### src/hw/srb_params.svh
// Constants for the shift, rotate and bit manipulation unit.
// Assumes inclusion by bare name from the package and the design modules.
// Operation
// - Logical shifts take byte, word or longword register or memory operands, written back.
// - Logical shifts fill vacated bits with zero in both directions.
// - Fixed logical shift distances are exactly 1, 2, 4, 8 or 16.
// - Register logical shifts also take any distance from 5-bit immediate or register.
// - Arithmetic shifts act on byte, word or longword, by one or two positions.
// - Rotates with or without carry act on all sizes, by one or two positions.
// - Carry rotates feed carry into vacated end and catch the bit rotated out.
// - Bit set forces selected byte bit to one; index immediate or register low bits.
// - Conditional bit set writes memory byte only when zero flag condition holds.
// - Bit clear forces selected byte bit to zero; index immediate or register.
// - Conditional bit clear writes memory byte only when zero flag condition holds.
// - Bit invert complements selected byte bit; index immediate or register.
// - Bit test loads zero flag with inverse of selected bit, operand unchanged.
// - Carry AND replaces carry with carry AND selected bit; immediate index only.
// - Carry AND inverse replaces carry with carry AND inverted bit; immediate index.
`ifndef SRB_PARAMS_SVH
`define SRB_PARAMS_SVH

`define SRB_DATA_W      32
`define SRB_AMT_W       5
`define SRB_IDX_W       3
`define SRB_MASK_BYTE   32'h000000ff
`define SRB_MASK_WORD   32'h0000ffff
`define SRB_MASK_LONG   32'hffffffff
`define SRB_MSB_BYTE    5'h07
`define SRB_MSB_WORD    5'h0f
`define SRB_MSB_LONG    5'h1f
`define SRB_DIST_1      5'h01
`define SRB_DIST_2      5'h02
`define SRB_DIST_4      5'h04
`define SRB_DIST_8      5'h08
`define SRB_DIST_16     5'h10
`define SRB_RST_DATA    32'h00000000
`define SRB_RST_FLAG    1'h0

`endif

### src/hw/srb_pkg.sv
// Types shared by the shift, rotate and bit manipulation unit.
// Assumes the constants header is on the include path.
`include "srb_params.svh"
package srb_pkg;

  typedef enum logic [3:0] {
    OP_LOGICAL_LEFT_SHIFT           = 4'h0,
    OP_LOGICAL_RIGHT_SHIFT          = 4'h1,
    OP_ARITH_LEFT_SHIFT             = 4'h2,
    OP_ARITH_RIGHT_SHIFT            = 4'h3,
    OP_ROTATE_LEFT                  = 4'h4,
    OP_ROTATE_RIGHT                 = 4'h5,
    OP_ROTATE_LEFT_THROUGH_CARRY    = 4'h6,
    OP_ROTATE_RIGHT_THROUGH_CARRY   = 4'h7,
    OP_BIT_SET                      = 4'h8,
    OP_CONDITIONAL_BIT_SET          = 4'h9,
    OP_BIT_CLEAR                    = 4'ha,
    OP_CONDITIONAL_BIT_CLEAR        = 4'hb,
    OP_BIT_INVERT                   = 4'hc,
    OP_BIT_TEST                     = 4'hd,
    OP_CARRY_AND_BIT                = 4'he,
    OP_CARRY_AND_INVERSE_BIT        = 4'hf
  } srb_op_e;

  typedef enum logic [1:0] {
    SZ_BYTE = 2'h0,
    SZ_WORD = 2'h1,
    SZ_LONG = 2'h2
  } srb_size_e;

  typedef enum logic [1:0] {
    ST_IDLE = 2'b01,
    ST_DONE = 2'b10
  } srb_state_e;

  typedef logic [`SRB_DATA_W-1:0] srb_data_t;

  typedef struct packed {
    srb_state_e st;
    srb_data_t  result;
    logic       write;
    logic       c_we;
    logic       c;
    logic       z_we;
    logic       z;
    logic       n_we;
    logic       n;
    logic       illegal;
  } srb_state_s;

endpackage

### src/hw/srb_op_if.sv
// Carrier between the unit's top and its shift and bit engines.
// Assumes all three parties sit on one clock; the engines are combinational.
`timescale 1ns/1ps
`default_nettype none
`include "srb_params.svh"
interface srb_op_if;
  srb_pkg::srb_op_e        op;
  srb_pkg::srb_size_e      size;
  srb_pkg::srb_data_t      operand;
  logic [`SRB_AMT_W-1:0]   amt;
  logic [`SRB_IDX_W-1:0]   idx;
  logic                    cin;
  logic                    zin;
  logic                    cond_z;
  srb_pkg::srb_data_t      sh_res;
  logic                    sh_c;
  logic [7:0]              bo_res;
  logic                    bo_wr;
  logic                    bo_c;
  logic                    bo_z;

  modport top (output op, size, operand, amt, idx, cin, zin, cond_z,
               input sh_res, sh_c, bo_res, bo_wr, bo_c, bo_z);
  modport shf (input op, size, operand, amt, cin, output sh_res, sh_c);
  modport bit_eng (input op, operand, idx, cin, zin, cond_z, output bo_res, bo_wr, bo_c, bo_z);
endinterface
`default_nettype wire

### src/hw/srb_bit_engine.sv
// Single-bit engine on a byte operand, purely combinational.
// Assumes the top has resolved the bit index and rejected illegal index sources.
`timescale 1ns/1ps
`default_nettype none
`include "srb_params.svh"
module srb_bit_engine (
  srb_op_if.bit_eng bus
);
  logic [7:0] sel;
  logic       b;
  logic       cond_ok;

  always_comb begin
    sel        = 8'h01 << bus.idx;
    b          = bus.operand[bus.idx];
    cond_ok    = (bus.zin == bus.cond_z);
    bus.bo_res = bus.operand[7:0];
    bus.bo_wr  = 1'h0;
    bus.bo_c   = bus.cin;
    bus.bo_z   = bus.zin;
    case (bus.op)
      srb_pkg::OP_BIT_SET: begin
        bus.bo_res = bus.operand[7:0] | sel;
        bus.bo_wr  = 1'h1;
      end
      // A false condition hands back the byte as it was, so the result is never stale.
      srb_pkg::OP_CONDITIONAL_BIT_SET: begin
        bus.bo_res = cond_ok ? (bus.operand[7:0] | sel) : bus.operand[7:0];
        bus.bo_wr  = cond_ok;
      end
      srb_pkg::OP_BIT_CLEAR: begin
        bus.bo_res = bus.operand[7:0] & ~sel;
        bus.bo_wr  = 1'h1;
      end
      srb_pkg::OP_CONDITIONAL_BIT_CLEAR: begin
        bus.bo_res = cond_ok ? (bus.operand[7:0] & ~sel) : bus.operand[7:0];
        bus.bo_wr  = cond_ok;
      end
      srb_pkg::OP_BIT_INVERT: begin
        bus.bo_res = bus.operand[7:0] ^ sel;
        bus.bo_wr  = 1'h1;
      end
      srb_pkg::OP_BIT_TEST: begin
        bus.bo_z = ~b;
      end
      srb_pkg::OP_CARRY_AND_BIT: begin
        bus.bo_c = bus.cin & b;
      end
      srb_pkg::OP_CARRY_AND_INVERSE_BIT: begin
        bus.bo_c = bus.cin & ~b;
      end
      default: begin
        bus.bo_wr = 1'h0;
      end
    endcase
  end
endmodule
`default_nettype wire

### src/hw/srb_shifter.sv
// Shift and rotate engine, purely combinational.
// Assumes the top has already checked that the distance is legal for the operation.
`timescale 1ns/1ps
`default_nettype none
`include "srb_params.svh"
module srb_shifter (
  srb_op_if.shf bus
);
  logic [`SRB_DATA_W-1:0] mask;
  logic [`SRB_AMT_W-1:0]  msb;
  logic [`SRB_DATA_W-1:0] v;
  logic [`SRB_DATA_W-1:0] top_bit;
  logic                   c;
  logic                   out_hi;
  logic                   out_lo;

  // A fixed 32-step ladder keeps the logic static; only steps below the distance act.
  always_comb begin
    mask    = `SRB_MASK_LONG;
    msb     = `SRB_MSB_LONG;
    if (bus.size == srb_pkg::SZ_BYTE) begin
      mask = `SRB_MASK_BYTE;
      msb  = `SRB_MSB_BYTE;
    end else if (bus.size == srb_pkg::SZ_WORD) begin
      mask = `SRB_MASK_WORD;
      msb  = `SRB_MSB_WORD;
    end
    top_bit = 32'h00000001 << msb;
    v       = bus.operand & mask;
    c       = (bus.op == srb_pkg::OP_ROTATE_LEFT_THROUGH_CARRY ||
               bus.op == srb_pkg::OP_ROTATE_RIGHT_THROUGH_CARRY) ? bus.cin : 1'h0;
    out_hi  = 1'h0;
    out_lo  = 1'h0;
    for (int i = 0; i < `SRB_DATA_W; i++) begin
      if (5'(i) < bus.amt) begin
        out_hi = v[msb];
        out_lo = v[0];
        case (bus.op)
          srb_pkg::OP_LOGICAL_LEFT_SHIFT,
          srb_pkg::OP_ARITH_LEFT_SHIFT: begin
            v = (v << 1) & mask;
            c = out_hi;
          end
          srb_pkg::OP_LOGICAL_RIGHT_SHIFT: begin
            v = v >> 1;
            c = out_lo;
          end
          srb_pkg::OP_ARITH_RIGHT_SHIFT: begin
            v = (v >> 1) | (out_hi ? top_bit : 32'h00000000);
            c = out_lo;
          end
          srb_pkg::OP_ROTATE_LEFT: begin
            v = ((v << 1) & mask) | {31'h00000000, out_hi};
            c = out_hi;
          end
          srb_pkg::OP_ROTATE_RIGHT: begin
            v = (v >> 1) | (out_lo ? top_bit : 32'h00000000);
            c = out_lo;
          end
          srb_pkg::OP_ROTATE_LEFT_THROUGH_CARRY: begin
            v = ((v << 1) & mask) | {31'h00000000, c};
            c = out_hi;
          end
          srb_pkg::OP_ROTATE_RIGHT_THROUGH_CARRY: begin
            v = (v >> 1) | (c ? top_bit : 32'h00000000);
            c = out_lo;
          end
          default: begin
            v = v;
          end
        endcase
      end
    end
    bus.sh_res = v;
    bus.sh_c   = c;
  end
endmodule
`default_nettype wire

### src/hw/srb_unit.sv
// Top of the shift, rotate and bit manipulation unit.
// Assumes the decoder drives all inputs synchronously on I_REF_CLK and writes back results and flags.
`timescale 1ns/1ps
`default_nettype none
`include "srb_params.svh"
module srb_unit (
  input  wire logic                   I_REF_CLK,
  input  wire logic                   I_SYS_RST,
  input  wire logic                   I_START,
  input  wire logic [3:0]             I_OP,
  input  wire logic [1:0]             I_SIZE,
  input  wire logic                   I_DST_IS_MEM,
  input  wire logic [`SRB_DATA_W-1:0] I_OPERAND,
  input  wire logic                   I_AMT_ARBITRARY,
  input  wire logic                   I_AMT_FROM_REG,
  input  wire logic [`SRB_AMT_W-1:0]  I_AMT_IMM,
  input  wire logic [`SRB_DATA_W-1:0] I_AMT_REG,
  input  wire logic                   I_IDX_FROM_REG,
  input  wire logic [`SRB_IDX_W-1:0]  I_IDX_IMM,
  input  wire logic [`SRB_DATA_W-1:0] I_IDX_REG,
  input  wire logic                   I_COND_Z,
  input  wire logic                   I_FLAG_C,
  input  wire logic                   I_FLAG_Z,
  output logic                        O_DONE,
  output logic                        O_WRITE,
  output logic [`SRB_DATA_W-1:0]      O_RESULT,
  output logic                        O_C_WE,
  output logic                        O_C,
  output logic                        O_Z_WE,
  output logic                        O_Z,
  output logic                        O_N_WE,
  output logic                        O_N,
  output logic                        O_ILLEGAL
);
  srb_pkg::srb_state_s    state_q;
  srb_pkg::srb_state_s    state_d;
  srb_pkg::srb_op_e       op;
  srb_pkg::srb_size_e     size;
  logic [`SRB_AMT_W-1:0]  amt;
  logic [`SRB_DATA_W-1:0] mask;
  logic [`SRB_AMT_W-1:0]  msb;
  logic [`SRB_DATA_W-1:0] sh_masked;
  logic                   is_shift;
  logic                   is_logical;
  logic                   is_one_two;
  logic                   fixed_ok;
  logic                   size_ok;
  logic                   legal;

  srb_op_if bus ();

  srb_shifter u_shifter (
    .bus (bus.shf)
  );

  srb_bit_engine u_bit (
    .bus (bus.bit_eng)
  );

  assign op   = srb_pkg::srb_op_e'(I_OP);
  assign size = srb_pkg::srb_size_e'(I_SIZE);

  // Distance source for shifts: fixed code or arbitrary from immediate or register.
  assign amt = (I_AMT_ARBITRARY && I_AMT_FROM_REG) ? I_AMT_REG[`SRB_AMT_W-1:0] : I_AMT_IMM;

  assign bus.op      = op;
  assign bus.size    = size;
  assign bus.operand = I_OPERAND;
  assign bus.amt     = amt;
  assign bus.idx     = I_IDX_FROM_REG ? I_IDX_REG[`SRB_IDX_W-1:0] : I_IDX_IMM;
  assign bus.cin     = I_FLAG_C;
  assign bus.zin     = I_FLAG_Z;
  assign bus.cond_z  = I_COND_Z;

  always_comb begin
    mask = `SRB_MASK_LONG;
    msb  = `SRB_MSB_LONG;
    if (size == srb_pkg::SZ_BYTE) begin
      mask = `SRB_MASK_BYTE;
      msb  = `SRB_MSB_BYTE;
    end else if (size == srb_pkg::SZ_WORD) begin
      mask = `SRB_MASK_WORD;
      msb  = `SRB_MSB_WORD;
    end
  end

  assign sh_masked  = bus.sh_res & mask;
  assign is_shift   = ~I_OP[3];
  assign is_logical = (op == srb_pkg::OP_LOGICAL_LEFT_SHIFT) || (op == srb_pkg::OP_LOGICAL_RIGHT_SHIFT);
  assign is_one_two = (amt == `SRB_DIST_1) || (amt == `SRB_DIST_2);
  assign fixed_ok   = is_one_two || (amt == `SRB_DIST_4) || (amt == `SRB_DIST_8) ||
                      (amt == `SRB_DIST_16);
  assign size_ok    = (size == srb_pkg::SZ_BYTE) || (size == srb_pkg::SZ_WORD) ||
                      (size == srb_pkg::SZ_LONG);

  // Illegal requests leave operand and flags untouched; the decoder should trap on O_ILLEGAL.
  always_comb begin
    legal = 1'h1;
    if (is_shift) begin
      if (!size_ok) begin
        legal = 1'h0;
      end else if (is_logical && I_AMT_ARBITRARY) begin
        legal = ~I_DST_IS_MEM;
      end else if (is_logical) begin
        legal = fixed_ok;
      end else begin
        legal = is_one_two && !I_AMT_ARBITRARY;
      end
    end else if (op == srb_pkg::OP_CARRY_AND_BIT || op == srb_pkg::OP_CARRY_AND_INVERSE_BIT) begin
      legal = ~I_IDX_FROM_REG;
    end else if (op == srb_pkg::OP_CONDITIONAL_BIT_SET || op == srb_pkg::OP_CONDITIONAL_BIT_CLEAR) begin
      legal = I_DST_IS_MEM;
    end
  end

  always_comb begin
    state_d         = state_q;
    state_d.st      = srb_pkg::ST_IDLE;
    state_d.write   = 1'h0;
    state_d.c_we    = 1'h0;
    state_d.z_we    = 1'h0;
    state_d.n_we    = 1'h0;
    state_d.illegal = 1'h0;
    case (state_q.st)
      srb_pkg::ST_IDLE,
      srb_pkg::ST_DONE: begin
        if (I_START) begin
          state_d.st = srb_pkg::ST_DONE;
          if (!legal) begin
            state_d.illegal = 1'h1;
          end else if (is_shift) begin
            state_d.result = sh_masked;
            state_d.write  = 1'h1;
            state_d.c_we   = 1'h1;
            state_d.c      = bus.sh_c;
            state_d.z_we   = 1'h1;
            state_d.z      = (sh_masked == 32'h00000000);
            state_d.n_we   = 1'h1;
            state_d.n      = sh_masked[msb];
          end else begin
            state_d.result = {24'h000000, bus.bo_res};
            state_d.write  = bus.bo_wr;
            state_d.c_we   = (op == srb_pkg::OP_CARRY_AND_BIT) || (op == srb_pkg::OP_CARRY_AND_INVERSE_BIT);
            state_d.c      = bus.bo_c;
            state_d.z_we   = (op == srb_pkg::OP_BIT_TEST);
            state_d.z      = bus.bo_z;
          end
        end
      end
      default: begin
        state_d.st = srb_pkg::ST_IDLE;
      end
    endcase
  end

  always_ff @(posedge I_REF_CLK) begin
    if (I_SYS_RST) begin
      state_q.st      <= srb_pkg::ST_IDLE;
      state_q.result  <= `SRB_RST_DATA;
      state_q.write   <= `SRB_RST_FLAG;
      state_q.c_we    <= `SRB_RST_FLAG;
      state_q.c       <= `SRB_RST_FLAG;
      state_q.z_we    <= `SRB_RST_FLAG;
      state_q.z       <= `SRB_RST_FLAG;
      state_q.n_we    <= `SRB_RST_FLAG;
      state_q.n       <= `SRB_RST_FLAG;
      state_q.illegal <= `SRB_RST_FLAG;
    end else begin
      state_q <= state_d;
    end
  end

  assign O_DONE    = (state_q.st == srb_pkg::ST_DONE);
  assign O_WRITE   = state_q.write;
  assign O_RESULT  = state_q.result;
  assign O_C_WE    = state_q.c_we;
  assign O_C       = state_q.c;
  assign O_Z_WE    = state_q.z_we;
  assign O_Z       = state_q.z;
  assign O_N_WE    = state_q.n_we;
  assign O_N       = state_q.n;
  assign O_ILLEGAL = state_q.illegal;
endmodule
`default_nettype wire

### config.mk
export PLATFORM = sky130hd
export DESIGN_NAME = srb_unit
export DESIGN_NICKNAME = d
export VERILOG_FILES = /design/src/hw/srb_pkg.sv /design/src/hw/srb_op_if.sv /design/src/hw/srb_bit_engine.sv /design/src/hw/srb_shifter.sv /design/src/hw/srb_unit.sv
export VERILOG_INCLUDE_DIRS = /design/src /design/src/hw
export SDC_FILE = /design/constraint.sdc
export NUM_CORES = 2
export LEC_CHECK = 0
export BUFFER_PORTS_ARGS = -buffer_cell sky130_fd_sc_hd__buf_2
export CELL_PAD_IN_SITES_DETAIL_PLACEMENT = 0
export CELL_PAD_IN_SITES_GLOBAL_PLACEMENT = 2
export CORE_AREA = 4 4 321 323
export DETAILED_ROUTE_END_ITERATION = 10
export DIE_AREA = 0 0 325 327
export HOLD_SLACK_MARGIN = 0.06
export PLACE_DENSITY_LB_ADDON = 0.15
export SLEW_MARGIN = 20
export SYNTH_ARGS = -nofsm -noshare
export SYNTH_HDL_FRONTEND = slang
export SYNTH_SLANG_ARGS = --single-unit
### constraint.sdc
create_clock -name I_REF_CLK -period 22.4 [get_ports I_REF_CLK]
set_clock_uncertainty 0.05 [all_clocks]
set_input_delay 1.12 -clock I_REF_CLK [delete_from_list [all_inputs] [get_ports I_REF_CLK]]
set_output_delay 1.12 -clock I_REF_CLK [all_outputs]
set_load 0.005 [all_outputs]
==> out/results.tsv <==
stage	metric	value	unit
run_status	status	finished clean	
route	antenna-violating nets left	0	
cts	clk root buf	clkbuf_16	
synthesis	Post-synth EDFFs	0	
global_routing	first-pass GRT wire length	375000	um
timing	setup TNS	0	ns
synthesis	post-synthesis instance area	0.0379	mm^2
power	PwrDens	44.7	mW/mm^2
cts	CTS tree	done	
setup_path	CP Launch Type	primary input	
finish	Filler Cells Inserted	11283	
synthesis	adder-cell share of the synthesized area	0.00587	
cts	Post-CTS Setup Repair Bufs	0	
placement	DP Cell Count	7306	
floorplan	Die Area	0.106	mm^2
setup_path	Req. time, crit path	22.57	ns
synthesis	post-synthesis mux area share	0.0221	
floorplan	die width	325	um
placement	Port Buf Inserts	104	
route	DR DRC count	0	
timing	Tightest Pin Transition	1.27	ns
timing	final hold vios	0	
timing	Worst slew margin	0.153	
finish	area grow syn2layout	4.84	%
cts	CTS resizes	0	
placement	DP Wirelength	196000	um
finish	share of cells above drive strength 1	0.108	
power	peak supply drop	0.0382	mV
timing	Final Max Slew Viols	0	
synthesis	syn nets	6428	
setup_path	critical path fanouts, max	34	
synthesis	number of synthesized register bits	42	
finish	nets@finish	6152	
floorplan	die height	327	um
finish	Final Non-Filler Cells	7320	
setup_path	slowest CP cell	a2111oi_0	
global_routing	GRT Overall Usage	0.461	
timing	Final Setup Violations	0	
floorplan	CORE AREA	0.0999	mm^2
setup_path	worst setup path class	primary input to register	
timing	worst hold margin	0.399	ns
cts	Worst-Skew Late Latency	0.28	ns
setup_path	crit end category	register	
placement	dpl ws	2.49	ns
cts	Longest Clk Path Bufs	2	
floorplan	I/O pins	161	
cts	TritonCTS Buffers	5	
global_routing	final global-route overflow total	0	
timing	Final WS setup	1.82	ns
setup_path	largest stage delay on the critical path	1.02	ns
global_routing	initial antenna violation count	13	
placement	Placer Congestion	1.01	
route	WL final	262000	um
timing	RSZ-0062 raised after global routing	false	
timing	Tmin final	20.58	ns
cts	clk slew on worst S/H paths	0.06	ns
cts	CTS Hold Buffers Added	0	
route	Via density	7.80	
route	Pre-antenna DRT Iters	8	
floorplan	Initial Util	0.380	
route	routed length per instance	35.8	um
synthesis	syn_area_per_cell	6.03	um^2
synthesis	XOR/XNOR Fraction of Synth Area	0.000693	
synthesis	warning count from the yosys run	0	
synthesis	largest family of logic cells by synthesized area	compound AO/OA/AOI/OAI gates	
synthesis	Synth Area in Simple Gates	0.304	
synthesis	number of unique standard cell types used by synthesis	141	
synthesis	most common flop cell mapped by yosys	dfxtp_1	
timing	fin crit share	0.919	
cts	clock sink count	42	
worst_hold_path	Min-Delay Path Class	register to register	
power	P_leak	13.2	nW
synthesis	FFs w/ async S/R, synth	0	
synthesis	Syn Inst Count	6291	
floorplan	row count	116	
global_routing	vias in the first global route	50980	
job	MaxCap Viol Count	0	
timing	FMAX	48.6	MHz
setup_path	Critical Path AT	20.75	ns
route	vias	57070	
global_routing	largest net degree at the start of global routing	132	
route	First DRT Iteration DRCs	9745	
synthesis	sequential cell area fraction in the yosys report	0.0222	
cts	H-tree Lvls	2	
synthesis	Synth Area in Compound Gates	0.576	
==> cell usage after synthesis, types with 59 or more instances <==
| cell type | number | share of area |
|---|---|---|
| a211oi_1 | 180 | 0.036 |
| a21o_1 | 84 | 0.017 |
| a21oi_1 | 586 | 0.077 |
| a22oi_1 | 59 | 0.012 |
| a31oi_1 | 222 | 0.037 |
| and2_1 | 83 | 0.014 |
| and3_1 | 66 | 0.011 |
| buf_1 | 59 | 0.0058 |
| buf_2 | 59 | 0.0078 |
| clkbuf_1 | 431 | 0.043 |
| mux2i_1 | 59 | 0.016 |
| nand2_1 | 747 | 0.074 |
| nand3_1 | 251 | 0.033 |
| nand4_1 | 69 | 0.011 |
| nor2_1 | 670 | 0.066 |
| nor3_1 | 197 | 0.026 |
| nor4_1 | 59 | 0.0097 |
| o211ai_1 | 209 | 0.041 |
| o21a_1 | 78 | 0.015 |
| o21ai_0 | 479 | 0.063 |
| o21ai_1 | 94 | 0.012 |
| o22ai_1 | 90 | 0.015 |
| o31ai_1 | 144 | 0.028 |
==> flip-flops by register name, indices dropped and copies added (netlist names) <==
name	flops
O_C_WE	1
O_N	1
O_C	1
O_N_WE	1
O_WRITE	1
state_q	2
O_Z	1
O_Z_WE	1
O_RESULT	32
O_ILLEGAL	1
==> cell usage in the layout, fill, tap and decap left out, types with 25 or more instances in the layout <==
master     netlist  final
a221oi_1        53     53
o32ai_1         33     33
inv_1           40     38
a32oi_1         30     30
o21a_1          78     78
o21ai_0        479    478
or2_2           34     35
nand2b_1        45     42
nand2_1        747    741
nand3_1        251    251
o21ai_1         94     89
o31a_1          33     33
a22o_1          25     25
nor4_1          59     59
o2111ai_1       39     39
nor2_1         670    641
nor3_1         197    195
o21bai_1        27     26
o311ai_0        31     31
or3_1           54     54
a311oi_1        41     41
o31ai_1        144    142
dfxtp_1         42     42
o221ai_1        49     49
o211a_1         44     43
a211o_1         52     52
and3_1          66     66
a21oi_1        586    577
a21o_1          84     83
buf_2           59    100
a31oi_1        222    221
nand4_1         69     69
a22oi_1         59     59
and2_1          83     83
a31o_2          28     28
o22ai_1         90     90
mux2i_1         59     58
buf_4           44    205
o211ai_1       209    209
a211oi_1       180    180
==> cell families after synthesis <==
kind of cell / after synthesis
adders and majority gates: 18
and+or+nand+nor: 2430
DFF: 42
AOI/OAI and AO/OA: 3084
buffers and inverters: 637
xor gates and xnor gates: 3
muxes: 77
==> final timing paths <==
path / startpoint / endpoint / slack [ns] / depth (start not counted)
max: I_AMT_ARBITRARY / O_Z / 1.82 / 58
min: O_RESULT[6] / O_RESULT[6] / 0.40 / 2
max reg2reg: state_q[40] / O_Z / 19.09 / 11
min reg2reg: O_RESULT[6] / O_RESULT[6] / 0.40 / 2
==> report_power, final <==
group	total, mW	internal [mW]	switching (mW)
Sequential	0.0798	0.0781	0.00172
Combinational	1.62	0.451	1.17
Clock	0.0809	0.0549	0.0260
Total	1.78	0.584	1.19
==> critical path: cells and delay by family <==
family	cells	cell delay, ns
AOI/OAI and AO/OA	37	13.27
and+or+nand+nor	18	5.53
buffers and inverters	3	0.78
==> area by class of cell <==
cell class,count,area [um^2],area share
multi-input cells,5612,34800,0.875
repair buffers,311,2140,0.0539
well taps,1298,1620,0.0408
flip-flops and latches,42,841,0.0211
inverters,43,164,0.00412
clock buffers,6,139,0.00349
clock inverters,1,30.0,0.000755
diodes,7,17.5,0.000440
==> metrics by stage <==
stage	utilization	instance area, um^2	total power, mW
CTS	0.398	39700	1.69
finish	0.398	39800	1.78
global placement	0.396	39600	1.61
detailed placement	0.396	39600	1.61
global route	0.398	39800	1.85
floorplan	-	37900	1.08
==> metal layers <==
metal | vias to the layer above | wire length [um] | share of wire | GRT usage
met5 | - | 92 | 0.00035 | 0
met4 | 11 | 19200 | 0.073 | 0.278
met3 | 841 | 33000 | 0.13 | 0.100
met2 | 4586 | 104000 | 0.40 | 0.656
met1 | 27335 | 106000 | 0.41 | 0.631
li1 | 24297 | - | - | -
No activity file was read; power rests on OpenSTA's default activity.
